[config.mk]
export PLATFORM = sky130hd
export DESIGN_NAME = magc_top
export DESIGN_NICKNAME = d
export VERILOG_FILES = /design/src/rtl/magc_debounce.v /design/src/rtl/magc_top.v
export VERILOG_INCLUDE_DIRS = /design/src /design/src/shared
export SDC_FILE = /design/constraint.sdc
export NUM_CORES = 1
export LEC_CHECK = 0
export ABC_AREA = 1
export BUFFER_PORTS_ARGS = -buffer_cell sky130_fd_sc_hd__buf_2
export CELL_PAD_IN_SITES_DETAIL_PLACEMENT = 0
export CELL_PAD_IN_SITES_GLOBAL_PLACEMENT = 1
export CORE_AREA = 2 2 155 157
export DETAILED_ROUTE_END_ITERATION = 6
export DIE_AREA = 0 0 157 159
export PLACE_DENSITY = 0.88
export RECOVER_POWER = 25
export SLEW_MARGIN = 20
export SYNTH_ARGS = -nofsm -noshare
export SYNTH_HDL_FRONTEND = slang
export SYNTH_SLANG_ARGS = --single-unit
export TNS_END_PERCENT = 5
[constraint.sdc]
create_clock -name mclk -period 5.8 [get_ports mclk]
set_input_delay 1.16 -clock mclk [delete_from_list [all_inputs] [get_ports mclk]]
set_output_delay 1.16 -clock mclk [all_outputs]
set_load 0.01 [all_outputs]
[src/shared/magc_defs.vh]
// Purpose: constants for the microphone gain control and microphone configuration block
// Assumes: 8-bit register port, 40 MHz mclk
// Notes: RTL field positions, reset values and tick, step and settle times live here; segment and rate tables stay in the top
`ifndef MAGC_DEFS_VH
`define MAGC_DEFS_VH

`define MAGC_ADDR_MIC_CFG 8'h0B
`define MAGC_ADDR_BIAS_BTN 8'h0C
`define MAGC_ADDR_MON_FEED 8'h0D

`define MAGC_RST_MIC_CFG 8'h00
`define MAGC_RST_BIAS_BTN 8'h00
`define MAGC_RST_MON_FEED 8'h00
`define MAGC_RD_UNMAPPED 8'h00

`define MAGC_GAIN_MSB 3
`define MAGC_GAIN_LSB 0
`define MAGC_MUTE_BIT 4
`define MAGC_INT_SE_BIT 5
`define MAGC_EXT_SEL_BIT 6
`define MAGC_VGND_BIT 0
`define MAGC_BIAS_MSB 2
`define MAGC_BIAS_LSB 1
`define MAGC_BTN_TYPE_BIT 3
`define MAGC_SETTLE_MSB 5
`define MAGC_SETTLE_LSB 4
`define MAGC_MON_MSB 3
`define MAGC_MON_LSB 0

`define MAGC_MCLK_KHZ 40000
`define MAGC_TICK_MS 1
`define MAGC_STEP_BASE_MS 13'h0020
`define MAGC_SETTLE_UNIT_MS 6'h08
`define MAGC_GAIN_FLOOR 4'h0

`endif

[src/rtl/magc_debounce.v]
// Purpose: millisecond debounce of one sense level
// Assumes: msTick is a one-cycle pulse every millisecond
// Notes: settleMs of zero follows the input one cycle later
`timescale 1ns/10ps
`default_nettype none
module magc_debounce #(
  parameter CNT_W = 6
) (
  input wire mclk,
  input wire rst,
  input wire msTick,
  input wire rawIn,
  input wire [CNT_W-1:0] settleMs,
  output reg stable_r
);
  reg [CNT_W-1:0] cnt_r;

  always @(posedge mclk or posedge rst) begin
    if (rst) begin
      stable_r <= 1'b0;
      cnt_r <= {CNT_W{1'b0}};
    end else if (rawIn == stable_r) begin
      cnt_r <= {CNT_W{1'b0}};
    end else if (cnt_r >= settleMs) begin
      stable_r <= rawIn;
      cnt_r <= {CNT_W{1'b0}};
    end else if (msTick) begin
      // a bounce back to the stable level restarts the wait
      cnt_r <= cnt_r + 1'b1;
    end
  end
endmodule
`default_nettype wire

[src/rtl/magc_top.v]
// Purpose: microphone gain control with microphone and monitor-feed configuration
// Assumes: ADC samples and sense inputs synchronous to mclk
// Notes: gain control parameters arrive as plain inputs from their own registers
`timescale 1ns/10ps
`default_nettype none
`include "magc_defs.vh"
module magc_top #(
  parameter TICK_CYCLES = `MAGC_MCLK_KHZ * `MAGC_TICK_MS,
  parameter SAMPLE_W = 16
) (
  input wire mclk,
  input wire rst,
  input wire [7:0] regAddr,
  input wire regWrEn,
  input wire [7:0] regWrData,
  input wire regRdEn,
  input wire agcEnable,
  input wire [2:0] levelGoal,
  input wire noiseGateOn,
  input wire [2:0] noiseThreshSel,
  input wire [3:0] maxGainSel,
  input wire [2:0] gainRiseStepTime,
  input wire tightTracking,
  input wire [4:0] quietSegmentCount,
  input wire [2:0] gainFallStepTime,
  input wire [2:0] segmentLengthSel,
  input wire [1:0] adcRateSel,
  input wire sampleValid,
  input wire [SAMPLE_W-1:0] sampleData,
  input wire micOpenSense,
  input wire micShortSense,
  output reg [7:0] regRdData_r,
  output reg [3:0] preampGain_r,
  output reg micSilence_r,
  output reg internalSingleEnded_r,
  output reg externalMicSelect_r,
  output reg outerBiasOut_r,
  output reg innerBiasOut_r,
  output reg [1:0] biasLevelSel_r,
  output reg virtualGroundLevel_r,
  output reg [3:0] monitorFeedLevel_r,
  output reg gateMute_r,
  output reg buttonPress_r
);
  reg [7:0] micCfg_r;
  reg [7:0] biasBtn_r;
  reg [7:0] monFeed_r;
  reg [15:0] tickCnt_r;
  reg msTick_r;
  reg [14:0] segCnt_r;
  reg [SAMPLE_W-1:0] peak_r;
  reg [4:0] quietCnt_r;
  reg riseOk_r;
  reg fallNow_r;
  reg segNoise_r;
  reg [3:0] agcGain_r;
  reg [12:0] stepMs_r;
  reg prevSign_r;
  reg prevValid_r;
  reg [1:0] dirPrev_r;

  wire [SAMPLE_W-1:0] absSample;
  wire [SAMPLE_W-1:0] minLevel;
  wire [SAMPLE_W-1:0] maxLevel;
  wire [SAMPLE_W-1:0] noiseLevel;
  wire [14:0] segLen;
  wire segEnd;
  wire zeroCross;
  wire [3:0] wantGain;
  wire [12:0] riseMs;
  wire [12:0] fallMs;
  wire [1:0] dir;
  wire stepDue;
  wire rawButton;
  wire settledButton;
  wire [5:0] settleMs;
  wire [SAMPLE_W-1:0] segPeak;

  // level tables in 16-bit full scale; approximate dB to linear
  function [15:0] goalLin;
    input [2:0] code;
    begin
      case (code)
        3'h0: goalLin = 16'h4027;
        3'h1: goalLin = 16'h32F5;
        3'h2: goalLin = 16'h287A;
        3'h3: goalLin = 16'h2027;
        3'h4: goalLin = 16'h198A;
        3'h5: goalLin = 16'h1449;
        3'h6: goalLin = 16'h101D;
        default: goalLin = 16'h0CCD;
      endcase
    end
  endfunction

  function [15:0] ceilLin;
    input tight;
    input [2:0] code;
    begin
      case ({tight, code})
        4'h0: ceilLin = 16'h5A9D;
        4'h1: ceilLin = 16'h50C3;
        4'h2: ceilLin = 16'h47FA;
        4'h3: ceilLin = 16'h4027;
        4'h4: ceilLin = 16'h392C;
        4'h5: ceilLin = 16'h32F5;
        4'h6: ceilLin = 16'h2D6B;
        4'h7: ceilLin = 16'h287A;
        4'h8: ceilLin = 16'h5A9D;
        4'h9: ceilLin = 16'h47FA;
        4'hA: ceilLin = 16'h392C;
        4'hB: ceilLin = 16'h2D6B;
        4'hC: ceilLin = 16'h2413;
        4'hD: ceilLin = 16'h1CA8;
        4'hE: ceilLin = 16'h16C3;
        default: ceilLin = 16'h1215;
      endcase
    end
  endfunction

  function [15:0] noiseLin;
    input [2:0] code;
    begin
      case (code)
        3'h0: noiseLin = 16'h0008;
        3'h1: noiseLin = 16'h0010;
        3'h2: noiseLin = 16'h0021;
        3'h3: noiseLin = 16'h0041;
        3'h4: noiseLin = 16'h0082;
        3'h5: noiseLin = 16'h0104;
        3'h6: noiseLin = 16'h0207;
        default: noiseLin = 16'h040C;
      endcase
    end
  endfunction

  function [9:0] frameMs;
    input [2:0] code;
    begin
      case (code)
        3'h0: frameMs = 10'h060;
        3'h1: frameMs = 10'h080;
        3'h2: frameMs = 10'h0C0;
        3'h3: frameMs = 10'h100;
        3'h4: frameMs = 10'h180;
        3'h5: frameMs = 10'h200;
        3'h6: frameMs = 10'h300;
        default: frameMs = 10'h3E8;
      endcase
    end
  endfunction

  function [4:0] rateKhz;
    input [1:0] code;
    begin
      case (code)
        2'h0: rateKhz = 5'h08;
        2'h1: rateKhz = 5'h0C;
        2'h2: rateKhz = 5'h10;
        default: rateKhz = 5'h18;
      endcase
    end
  endfunction

  assign absSample = sampleData[SAMPLE_W-1] ? (~sampleData + 1'b1) : sampleData;
  assign minLevel = goalLin(levelGoal);
  assign maxLevel = ceilLin(tightTracking, levelGoal);
  assign noiseLevel = noiseLin(noiseThreshSel);
  assign segLen = frameMs(segmentLengthSel) * rateKhz(adcRateSel);
  assign segEnd = sampleValid && (segCnt_r + 1'b1 >= segLen);
  assign segPeak = (absSample > peak_r) ? absSample : peak_r;
  assign zeroCross = sampleValid && prevValid_r &&
                     ((sampleData[SAMPLE_W-1] != prevSign_r) || (sampleData == {SAMPLE_W{1'b0}}));
  assign riseMs = `MAGC_STEP_BASE_MS << gainRiseStepTime;
  assign fallMs = `MAGC_STEP_BASE_MS << gainFallStepTime;
  // falling takes priority: overload is fixed before any rise resumes
  assign dir = segNoise_r ? 2'h0 : (fallNow_r ? 2'h2 : (riseOk_r ? 2'h1 : 2'h0));
  assign stepDue = msTick_r && (dir != 2'h0) && (dir == dirPrev_r) &&
                   (stepMs_r + 1'b1 >= ((dir == 2'h2) ? fallMs : riseMs));
  assign wantGain = agcEnable ? agcGain_r : micCfg_r[`MAGC_GAIN_MSB:`MAGC_GAIN_LSB];
  // code zero means no settling; the others double from the unit time
  assign settleMs = (biasBtn_r[`MAGC_SETTLE_MSB:`MAGC_SETTLE_LSB] == 2'h0) ? 6'h00 :
                    (`MAGC_SETTLE_UNIT_MS << (biasBtn_r[`MAGC_SETTLE_MSB:`MAGC_SETTLE_LSB] - 2'h1));
  // series button opens the loop, parallel one shorts it
  assign rawButton = biasBtn_r[`MAGC_BTN_TYPE_BIT] ? micOpenSense : micShortSense;

  // register port
  always @(posedge mclk or posedge rst) begin
    if (rst) begin
      micCfg_r <= `MAGC_RST_MIC_CFG;
      biasBtn_r <= `MAGC_RST_BIAS_BTN;
      monFeed_r <= `MAGC_RST_MON_FEED;
      regRdData_r <= `MAGC_RD_UNMAPPED;
    end else begin
      if (regWrEn) begin
        if (regAddr == `MAGC_ADDR_MIC_CFG) begin
          micCfg_r <= regWrData;
        end else if (regAddr == `MAGC_ADDR_BIAS_BTN) begin
          biasBtn_r <= regWrData;
        end else if (regAddr == `MAGC_ADDR_MON_FEED) begin
          monFeed_r <= regWrData;
        end
      end
      if (regRdEn) begin
        if (regAddr == `MAGC_ADDR_MIC_CFG) begin
          regRdData_r <= micCfg_r;
        end else if (regAddr == `MAGC_ADDR_BIAS_BTN) begin
          regRdData_r <= biasBtn_r;
        end else if (regAddr == `MAGC_ADDR_MON_FEED) begin
          regRdData_r <= monFeed_r;
        end else begin
          regRdData_r <= `MAGC_RD_UNMAPPED;
        end
      end
    end
  end

  // millisecond tick for step and debounce timing
  always @(posedge mclk or posedge rst) begin
    if (rst) begin
      tickCnt_r <= 16'h0000;
      msTick_r <= 1'b0;
    end else if (tickCnt_r >= TICK_CYCLES[15:0] - 1'b1) begin
      tickCnt_r <= 16'h0000;
      msTick_r <= 1'b1;
    end else begin
      tickCnt_r <= tickCnt_r + 1'b1;
      msTick_r <= 1'b0;
    end
  end

  // envelope detector and segment classing
  always @(posedge mclk or posedge rst) begin
    if (rst) begin
      segCnt_r <= 15'h0000;
      peak_r <= {SAMPLE_W{1'b0}};
      quietCnt_r <= 5'h00;
      riseOk_r <= 1'b0;
      fallNow_r <= 1'b0;
      segNoise_r <= 1'b0;
    end else if (sampleValid) begin
      if (absSample > maxLevel) begin
        fallNow_r <= 1'b1;
        // a loud sample is signal, so the fall need not wait for the segment end
        segNoise_r <= 1'b0;
      end
      if (segEnd) begin
        segCnt_r <= 15'h0000;
        peak_r <= {SAMPLE_W{1'b0}};
        if (segPeak < noiseLevel) begin
          // noise segments freeze the decision state
          segNoise_r <= 1'b1;
        end else begin
          segNoise_r <= 1'b0;
          if (segPeak > maxLevel) begin
            quietCnt_r <= 5'h00;
            riseOk_r <= 1'b0;
            fallNow_r <= 1'b1;
          end else if (segPeak < minLevel) begin
            fallNow_r <= 1'b0;
            if (quietCnt_r != 5'h1F) begin
              quietCnt_r <= quietCnt_r + 1'b1;
            end
            riseOk_r <= (quietCnt_r >= quietSegmentCount);
          end else begin
            quietCnt_r <= 5'h00;
            riseOk_r <= 1'b0;
            fallNow_r <= 1'b0;
          end
        end
      end else begin
        segCnt_r <= segCnt_r + 1'b1;
        peak_r <= segPeak;
      end
    end
  end

  // automatic gain stepping
  always @(posedge mclk or posedge rst) begin
    if (rst) begin
      agcGain_r <= `MAGC_GAIN_FLOOR;
      stepMs_r <= 13'h0000;
      dirPrev_r <= 2'h0;
    end else begin
      dirPrev_r <= dir;
      if (!agcEnable) begin
        // start from the manual setting when control is switched on
        agcGain_r <= micCfg_r[`MAGC_GAIN_MSB:`MAGC_GAIN_LSB];
        stepMs_r <= 13'h0000;
      end else if (agcGain_r > maxGainSel) begin
        agcGain_r <= maxGainSel;
      end else if (dir != dirPrev_r || dir == 2'h0) begin
        stepMs_r <= 13'h0000;
      end else if (stepDue) begin
        stepMs_r <= 13'h0000;
        // wait until the last step is on the amplifier before the next
        if (preampGain_r == agcGain_r) begin
          if (dir == 2'h2 && agcGain_r != `MAGC_GAIN_FLOOR) begin
            agcGain_r <= agcGain_r - 1'b1;
          end else if (dir == 2'h1 && agcGain_r < maxGainSel) begin
            agcGain_r <= agcGain_r + 1'b1;
          end
        end
      end else if (msTick_r) begin
        stepMs_r <= stepMs_r + 1'b1;
      end
    end
  end

  // gain applied only as the waveform crosses zero; a zero sample also counts as a crossing
  always @(posedge mclk or posedge rst) begin
    if (rst) begin
      preampGain_r <= `MAGC_GAIN_FLOOR;
      prevSign_r <= 1'b0;
      prevValid_r <= 1'b0;
      gateMute_r <= 1'b0;
    end else begin
      if (sampleValid) begin
        prevSign_r <= sampleData[SAMPLE_W-1];
        prevValid_r <= 1'b1;
      end
      if (zeroCross && preampGain_r != wantGain) begin
        preampGain_r <= wantGain;
      end
      // gate only the output; the loop already holds on noise segments, gated or not
      gateMute_r <= noiseGateOn && segNoise_r;
    end
  end

  // configuration pins
  always @(posedge mclk or posedge rst) begin
    if (rst) begin
      micSilence_r <= 1'b0;
      internalSingleEnded_r <= 1'b0;
      externalMicSelect_r <= 1'b0;
      outerBiasOut_r <= 1'b0;
      innerBiasOut_r <= 1'b0;
      biasLevelSel_r <= 2'h0;
      virtualGroundLevel_r <= 1'b0;
      monitorFeedLevel_r <= 4'h0;
      buttonPress_r <= 1'b0;
    end else begin
      micSilence_r <= micCfg_r[`MAGC_MUTE_BIT];
      internalSingleEnded_r <= micCfg_r[`MAGC_INT_SE_BIT];
      externalMicSelect_r <= micCfg_r[`MAGC_EXT_SEL_BIT];
      outerBiasOut_r <= micCfg_r[`MAGC_EXT_SEL_BIT];
      innerBiasOut_r <= ~micCfg_r[`MAGC_EXT_SEL_BIT];
      biasLevelSel_r <= biasBtn_r[`MAGC_BIAS_MSB:`MAGC_BIAS_LSB];
      virtualGroundLevel_r <= biasBtn_r[`MAGC_VGND_BIT];
      monitorFeedLevel_r <= monFeed_r[`MAGC_MON_MSB:`MAGC_MON_LSB];
      // series button needs no settling, parallel one bounces on the short
      buttonPress_r <= biasBtn_r[`MAGC_BTN_TYPE_BIT] ? micOpenSense : settledButton;
    end
  end

  magc_debounce #(
    .CNT_W(6)
  ) uButtonSettle (
    .mclk(mclk),
    .rst(rst),
    .msTick(msTick_r),
    .rawIn(rawButton),
    .settleMs(settleMs),
    .stable_r(settledButton)
  );
endmodule
`default_nettype wire

==> results.md, run 1 <==
- Core Footprint: 23200 um2
- Largest net degree at the start of global routing: 97
- Required time worst endpoint: 6.17 ns
- Sw frac: 42.7%
- Clk pwr share: 25.7%
- Failing checks: capacitance limit, slew limit
- Post-synthesis instance total: 1363
- Cell Area, Placed: 11300 um2
- Die area: 25000 um2
- RSZ-0062 raised after global routing: no
- DRT antenna net count: 0
- Worst-case clock buffer depth: 2
- RD Place Congestion: 0.938
- Worst-Skew Late Latency: 0.43 ns
- WS Path Type: in -> reg
- WL per Instance: 13.8 um
- Initial core utilization: 44.7%
- Final Skew: 0.0106 ns
- Synthesized area: 10400 um2
- Peak Freq: 189 MHz
- IO Pins: 94
- DR vias: 9133
- Mean Syn Cell Area: 7.61 um2
- Max Cap Viol: 1
- # nets final: 1676
- Hold buffers post-CTS: 0
- Top cell family by delay on the critical path: simple AND/OR/NAND/NOR gates
- Reg clk slew, reported paths: 0.07 ns
- Resized Gates After CTS: 0
- CP Launch Type: primary input
- YS warnings: 0
- Tightest Pin Transition: 3.60 ns
- Status: finished with violations
- Routed vias/inst: 5.08
- Final setup viols: 0
- Combinational power share: 45.9%
- WL final: 24900 um
- First-pass iteration count of the detailed router: 5
- Async set-reset flop share out of synthesis: 100%
- Sequential Power Share: 28.4%
- Layout cell share with drive strength beyond 1: 13.1%
- First-pass GRT wire length: 41600 um
- Relative slew slack: -140%
- VDD IR-drop max: 205 uV
- Max Transition Viols Final: 97
- Setup Buffers After CTS: 0
- Sw Pwr: 0.00175 W
- Critical path's slowest cell: o21ai_0
- Seq/Total Area, Yosys: 32.1%
- Number of flops mapped to enable cells by yosys: 0
- Design Area, Final: 11800 um2
- Ant. Diodes: 0
- Internal: 0.00235 W
- Worst path most repeated cell: nand2_1
- Hold WC Path Type: reg -> reg
- # fillers: 2218
- Initial drt markers: 473
- Clock root cell: clkbuf_16
- Grt ovf: 0
- Fin Hold WS: 0.372 ns
- CP arrival: 5.66 ns
- Die W: 157 um
- Syn Nets: 1572
- Area grow syn2layout: 14.1%
- Htree depth: 4
- Post-synthesis register bit count: 133
- Fraction of the cycle the final worst path needs: 91.2%
- PwrDens: 346 nW/um2
- Critical path fanouts, max: 25
- CTS tree: yes
- Cts bufs inserted: 17
- Total track usage: 20.5%
- Setup TNS Final: 0 ns
- Initial antenna violation count: 1
- Die height: 159 um
- Commonest non-fill, non-tap cell in the layout: nand2_1
- Drt drc: 0
- Placement Rows: 56
- Buffers and inverters on the worst path: 4
- Hpwl dp: 19700 um
- Num Clock Sinks: 133
- Endpoints failing hold: 0
- Vias in the first global route: 8781
- Most frequent cells in the layout: nand2_1 (275), inv_1 (227), ha_1 (135)
- Crit path capture type: flop
- Most used DFF post-synth: dfrtp_1
- Synth unique cells: 60
- Post-layout min period: 5.29 ns
- CP peak stage delay: 0.36 ns
- Port bufs: 93
- Pleak: 6.15 nW
[sequential cells by signal, summed over array words and instances (netlist names), 2 cells and up]
register             cells
stepMs_r                13
agcGain_r                4
biasBtn_r                8
biasLevelSel_r           2
regRdData_r              8
dirPrev_r                2
segCnt_r                15
tickCnt_r               16
preampGain_r             4
monitorFeedLevel_r       4
micCfg_r                 8
quietCnt_r               5
uButtonSettle.cnt_r      6
peak_r                  16
monFeed_r                8
[power by group through the flow]
stage	Clock [W]	Combinational [W]	Sequential, W
finish	0.00105	0.00188	0.00116
global route	0.00111	0.00216	0.00118
CTS	0.00107	0.00189	0.00116
detailed placement	0	0.00187	0.00118
global placement	0	0.00184	0.00117
floorplan	0	0.00138	0.00116
[area by class of cell]
cell class | instances | area, um2 | share of cell area [%]
flip-flops and latches | 133 | 3330 | 28.1
well taps | 319 | 399 | 3.37
inverters | 234 | 881 | 7.45
multi-input cells | 969 | 6040 | 51.0
clock inverters | 15 | 150 | 1.27
repair buffers | 112 | 608 | 5.14
clock buffers | 17 | 425 | 3.60
[cell families after synthesis]
family          synth area share, %
compound gates                 13.6
buf+inv                        9.65
fa+ha+maj                      17.5
mux                           0.314
simple gates                   23.2
flops                          32.1
xor+xnor                       3.71
[per-layer routing]
layer / track usage (%) / part of all wire (%) / wire [um] / vias up
li1: - / - / - / 4693
met1: 26.8 / 46 / 11300 / 4235
met2: 34.6 / 49 / 12200 / 165
met3: 2.45 / 3.0 / 741 / 40
met4: 7.51 / 2.5 / 613 / 0
met5: 0 / 0 / 0 / -
[through the flow]
step	util (%)	std cells	setup slack (ns)	total power [W]
floorplan	-	1363	0.570	0.00255
global placement	48.5	1767	0.223	0.00301
detailed placement	48.5	1767	0.0860	0.00305
CTS	51.0	1799	0.508	0.00412
global route	51.0	1799	0.0384	0.00445
finish	51.0	1799	0.508	0.00410
[cells in the mapped netlist (6+ instances only)]
master	n	share of area, %
or2_2	7	0.42
clkbuf_1	17	0.62
buf_2	6	0.29
nor3_1	23	1.1
a31oi_1	6	0.36
ha_1	135	16
nand2_1	275	10
nand3_1	56	2.7
a221oi_1	8	0.68
fa_1	6	1.2
nor2_1	114	4.1
nand4_1	13	0.78
o22ai_1	31	1.9
xor2_1	33	2.8
dfrtp_1	133	32
a21oi_1	62	3.0
xnor2_1	9	0.76
o21ai_0	100	4.8
nand2_2	10	0.60
inv_1	227	8.2
nor3b_1	7	0.51
[path summary, 6_finish.rpt]
path | endpoint | slack (ns) | from | cells past startpoint
min reg2reg | monitorFeedLevel_r[1]$_DFF_PP0_ | 0.37 | monFeed_r[1]$_DFFE_PP0P_ | 0
min | monitorFeedLevel_r[1]$_DFF_PP0_ | 0.37 | monFeed_r[1]$_DFFE_PP0P_ | 0
max reg2reg | quietCnt_r[1]$_DFFE_PP0P_ | 1.96 | peak_r[15]$_DFFE_PP0P_ | 27
max | quietCnt_r[1]$_DFFE_PP0P_ | 0.51 | sampleData[0] | 34
max in group asynchronous | stepMs_r[6]$_DFFE_PP0P_ | 1.68 | rst | 2
min in group asynchronous | monFeed_r[0]$_DFFE_PP0P_ | 2.06 | rst | 2
(Power assumes the default switching activity.)
==> inputs of run 2 (changes only) <==
--- a/config.mk
+++ b/config.mk
@@ -13,7 +13,7 @@
 export CORE_AREA = 2 2 155 157
 export DETAILED_ROUTE_END_ITERATION = 6
 export DIE_AREA = 0 0 157 159
-export PLACE_DENSITY = 0.88
+export PLACE_DENSITY = 0.92
 export RECOVER_POWER = 25
 export SLEW_MARGIN = 20
 export SYNTH_ARGS = -nofsm -noshare
==> results.md, run 2 (synthesis gave the netlist of run 1 again) <==
- Status: finished with violations
- Failing checks: capacitance limit, slew limit
- First-pass iteration count of the detailed router: 5 (unchanged)
- Largest net degree at the start of global routing: 95 (-2.1%)
- Beginning of the worst hold path: monFeed_r[0]$_DFFE_PP0P_
- Relative slew slack: -130% (+10 points)
- Flop-to-flop setup slack: 2.01 ns (+0.05 ns)
- Peak Freq: 190 MHz (+0.66%)
- Critical path's slowest cell: ha_1
- Hpwl dp: 19700 um (-0.35%)
- Final setup viols: 0 (unchanged)
- Worst path most repeated cell: nand2_1
- RSZ-0062 raised after global routing: no
- Die height: 159 um (unchanged)
- PwrDens: 349 nW/um2 (+0.67%)
- CTS tree: yes
- Initial antenna violation count: 0 (-1)
- Crit path capture type: flop
- Final Worst Setup Slack: 0.543 ns (+0.0348 ns)
- Hold Crit Depth: 0 (unchanged)
- Reg clk slew, reported paths: 0.06 ns (about the same)
- CP peak stage delay: 0.35 ns (about the same)
- Commonest non-fill, non-tap cell in the layout: nand2_1
- Initial core utilization: 44.7% (unchanged)
- Cell Area, Placed: 11200 um2 (-0.47%)
- Endpoints failing hold: 0 (unchanged)
- WS Path Type: in -> reg
- Hold buffers post-CTS: 0 (unchanged)
- Port bufs: 93 (unchanged)
- DR vias: 9112 (-0.23%)
- Largest registers: peak_r (16), tickCnt_r (16), segCnt_r (15)
- Setup TNS Final: 0 ns (unchanged)
- RD Place Congestion: 0.884 (-5.8%)
- Fraction of the cycle the final worst path needs: 90.6% (-0.60 points)
- Max Cap Viol: 1 (unchanged)
- Core Footprint: 23200 um2 (unchanged)
- Tightest Pin Transition: 3.45 ns (-0.152 ns)
- CP Launch Type: primary input
- Post-layout min period: 5.26 ns (-0.0348 ns)
- Setup Buffers After CTS: 0 (unchanged)
- WL final: 24700 um (-0.47%)
- Worst Setup SP: sampleData[0]
- Setup Slack @ Placement: 0.196 ns (+0.110 ns)
- Final Skew: 0.00934 ns (-0.00126 ns)
- First-pass GRT wire length: 41200 um (-1.1%)
- Most frequent cells in the layout: nand2_1 (275), inv_1 (227), ha_1 (135)
- Critical path fanouts, max: 25 (unchanged)
- Layout cell share with drive strength beyond 1: 12.7% (-0.41 points)
- VDD IR-drop max: 220 uV (+7.4%)
- IO Pins: 94 (unchanged)
- Resized Gates After CTS: 0 (unchanged)
- Worst R2R Start: peak_r[7]$_DFFE_PP0P_
- Cts bufs inserted: 17 (unchanged)
- Worst-case clock buffer depth: 2 (unchanged)
- Drt drc: 0 (unchanged)
- Required time worst endpoint: 6.17 ns (about the same)
- DRT antenna net count: 0 (unchanged)
- CP arrival: 5.62 ns (-0.04 ns)
- Reg2reg path depth: 29 (+7.4%)
- WL per Instance: 13.8 um (-0.14%)
- Worst-Skew Late Latency: 0.43 ns (about the same)
- Max Transition Viols Final: 95 (-2.1%)
- Grt ovf: 0 (unchanged)
- Pleak: 6.11 nW (-0.67%)
- Htree depth: 4 (unchanged)
- # nets final: 1669 (-0.42%)
- Initial drt markers: 588 (+24%)
- Routed vias/inst: 5.08 (+0.10%)
- Vias in the first global route: 8647 (-1.5%)
- Total track usage: 20.4% (-0.077 points)
- Area grow syn2layout: 13.8%
- Hold WC Path Type: reg -> reg
- Die area: 25000 um2 (unchanged)
- Design Area, Final: 11800 um2 (-0.25%)
- Num Clock Sinks: 133 (unchanged)
- Clock root cell: clkbuf_16
- Placement Rows: 56 (unchanged)
- Die W: 157 um (unchanged)
-- run 2: cell type report --
type	count	area (um2)
flip-flops and latches	133	3330
clock buffers	20	467
inverters	234	881
diodes	1	2.50
multi-input cells	969	6040
well taps	319	399
repair buffers	105	556
clock inverters	12	129
fillers	2253	11400
-- run 2: report_power, final --
| group | internal, W | total, W | switching (W) | leakage, nW |
|---|---|---|---|---|
| Sequential | 0.00107 | 0.00116 | 0.0000940 | 1.73 |
| Clock | 0.000663 | 0.00107 | 0.000403 | 0.276 |
| Combinational | 0.000697 | 0.00189 | 0.00119 | 4.11 |
| Total | 0.00243 | 0.00411 | 0.00169 | 6.11 |
-- run 2: final timing paths --
check                                                      to
max in group asynchronous  uButtonSettle.cnt_r[0]$_DFFE_PP0P_
min in group asynchronous         biasLevelSel_r[0]$_DFF_PP0_
min reg2reg                   monitorFeedLevel_r[0]$_DFF_PP0_
max reg2reg                         quietCnt_r[3]$_DFFE_PP0P_
max                                 quietCnt_r[3]$_DFFE_PP0P_
min                           monitorFeedLevel_r[0]$_DFF_PP0_
-- run 2: critical path: cells and delay by family --
| family | cells | cell delay (ns) |
|---|---|---|
| compound gates | 3 | 0.53 |
| fa+ha+maj | 3 | 0.81 |
| xor+xnor | 1 | 0.17 |
| simple gates | 24 | 2.41 |
| buf+inv | 4 | 0.53 |
-- run 2: layer usage --
metal	wire length (um)	global-route usage (%)	up-vias
li1	-	-	4676
met1	11400	27.2	4233
met2	11900	33.8	167
met3	853	3.24	36
met4	605	6.55	0
met5	0	0	-
-- run 2: through the flow --
stage / total power [W] / hold slack (ns) / util [%] / std cells
3_3_place_gp: 0.00300 / 0.361 / 48.3 / 1760
2_1_floorplan: 0.00255 / 0.354 / - / 1363
4_1_cts: 0.00413 / 0.379 / 50.9 / 1792
6_report: 0.00411 / 0.376 / 50.9 / 1793
3_5_place_dp: 0.00305 / 0.366 / 48.3 / 1760
5_1_grt: 0.00447 / 0.383 / 50.9 / 1792
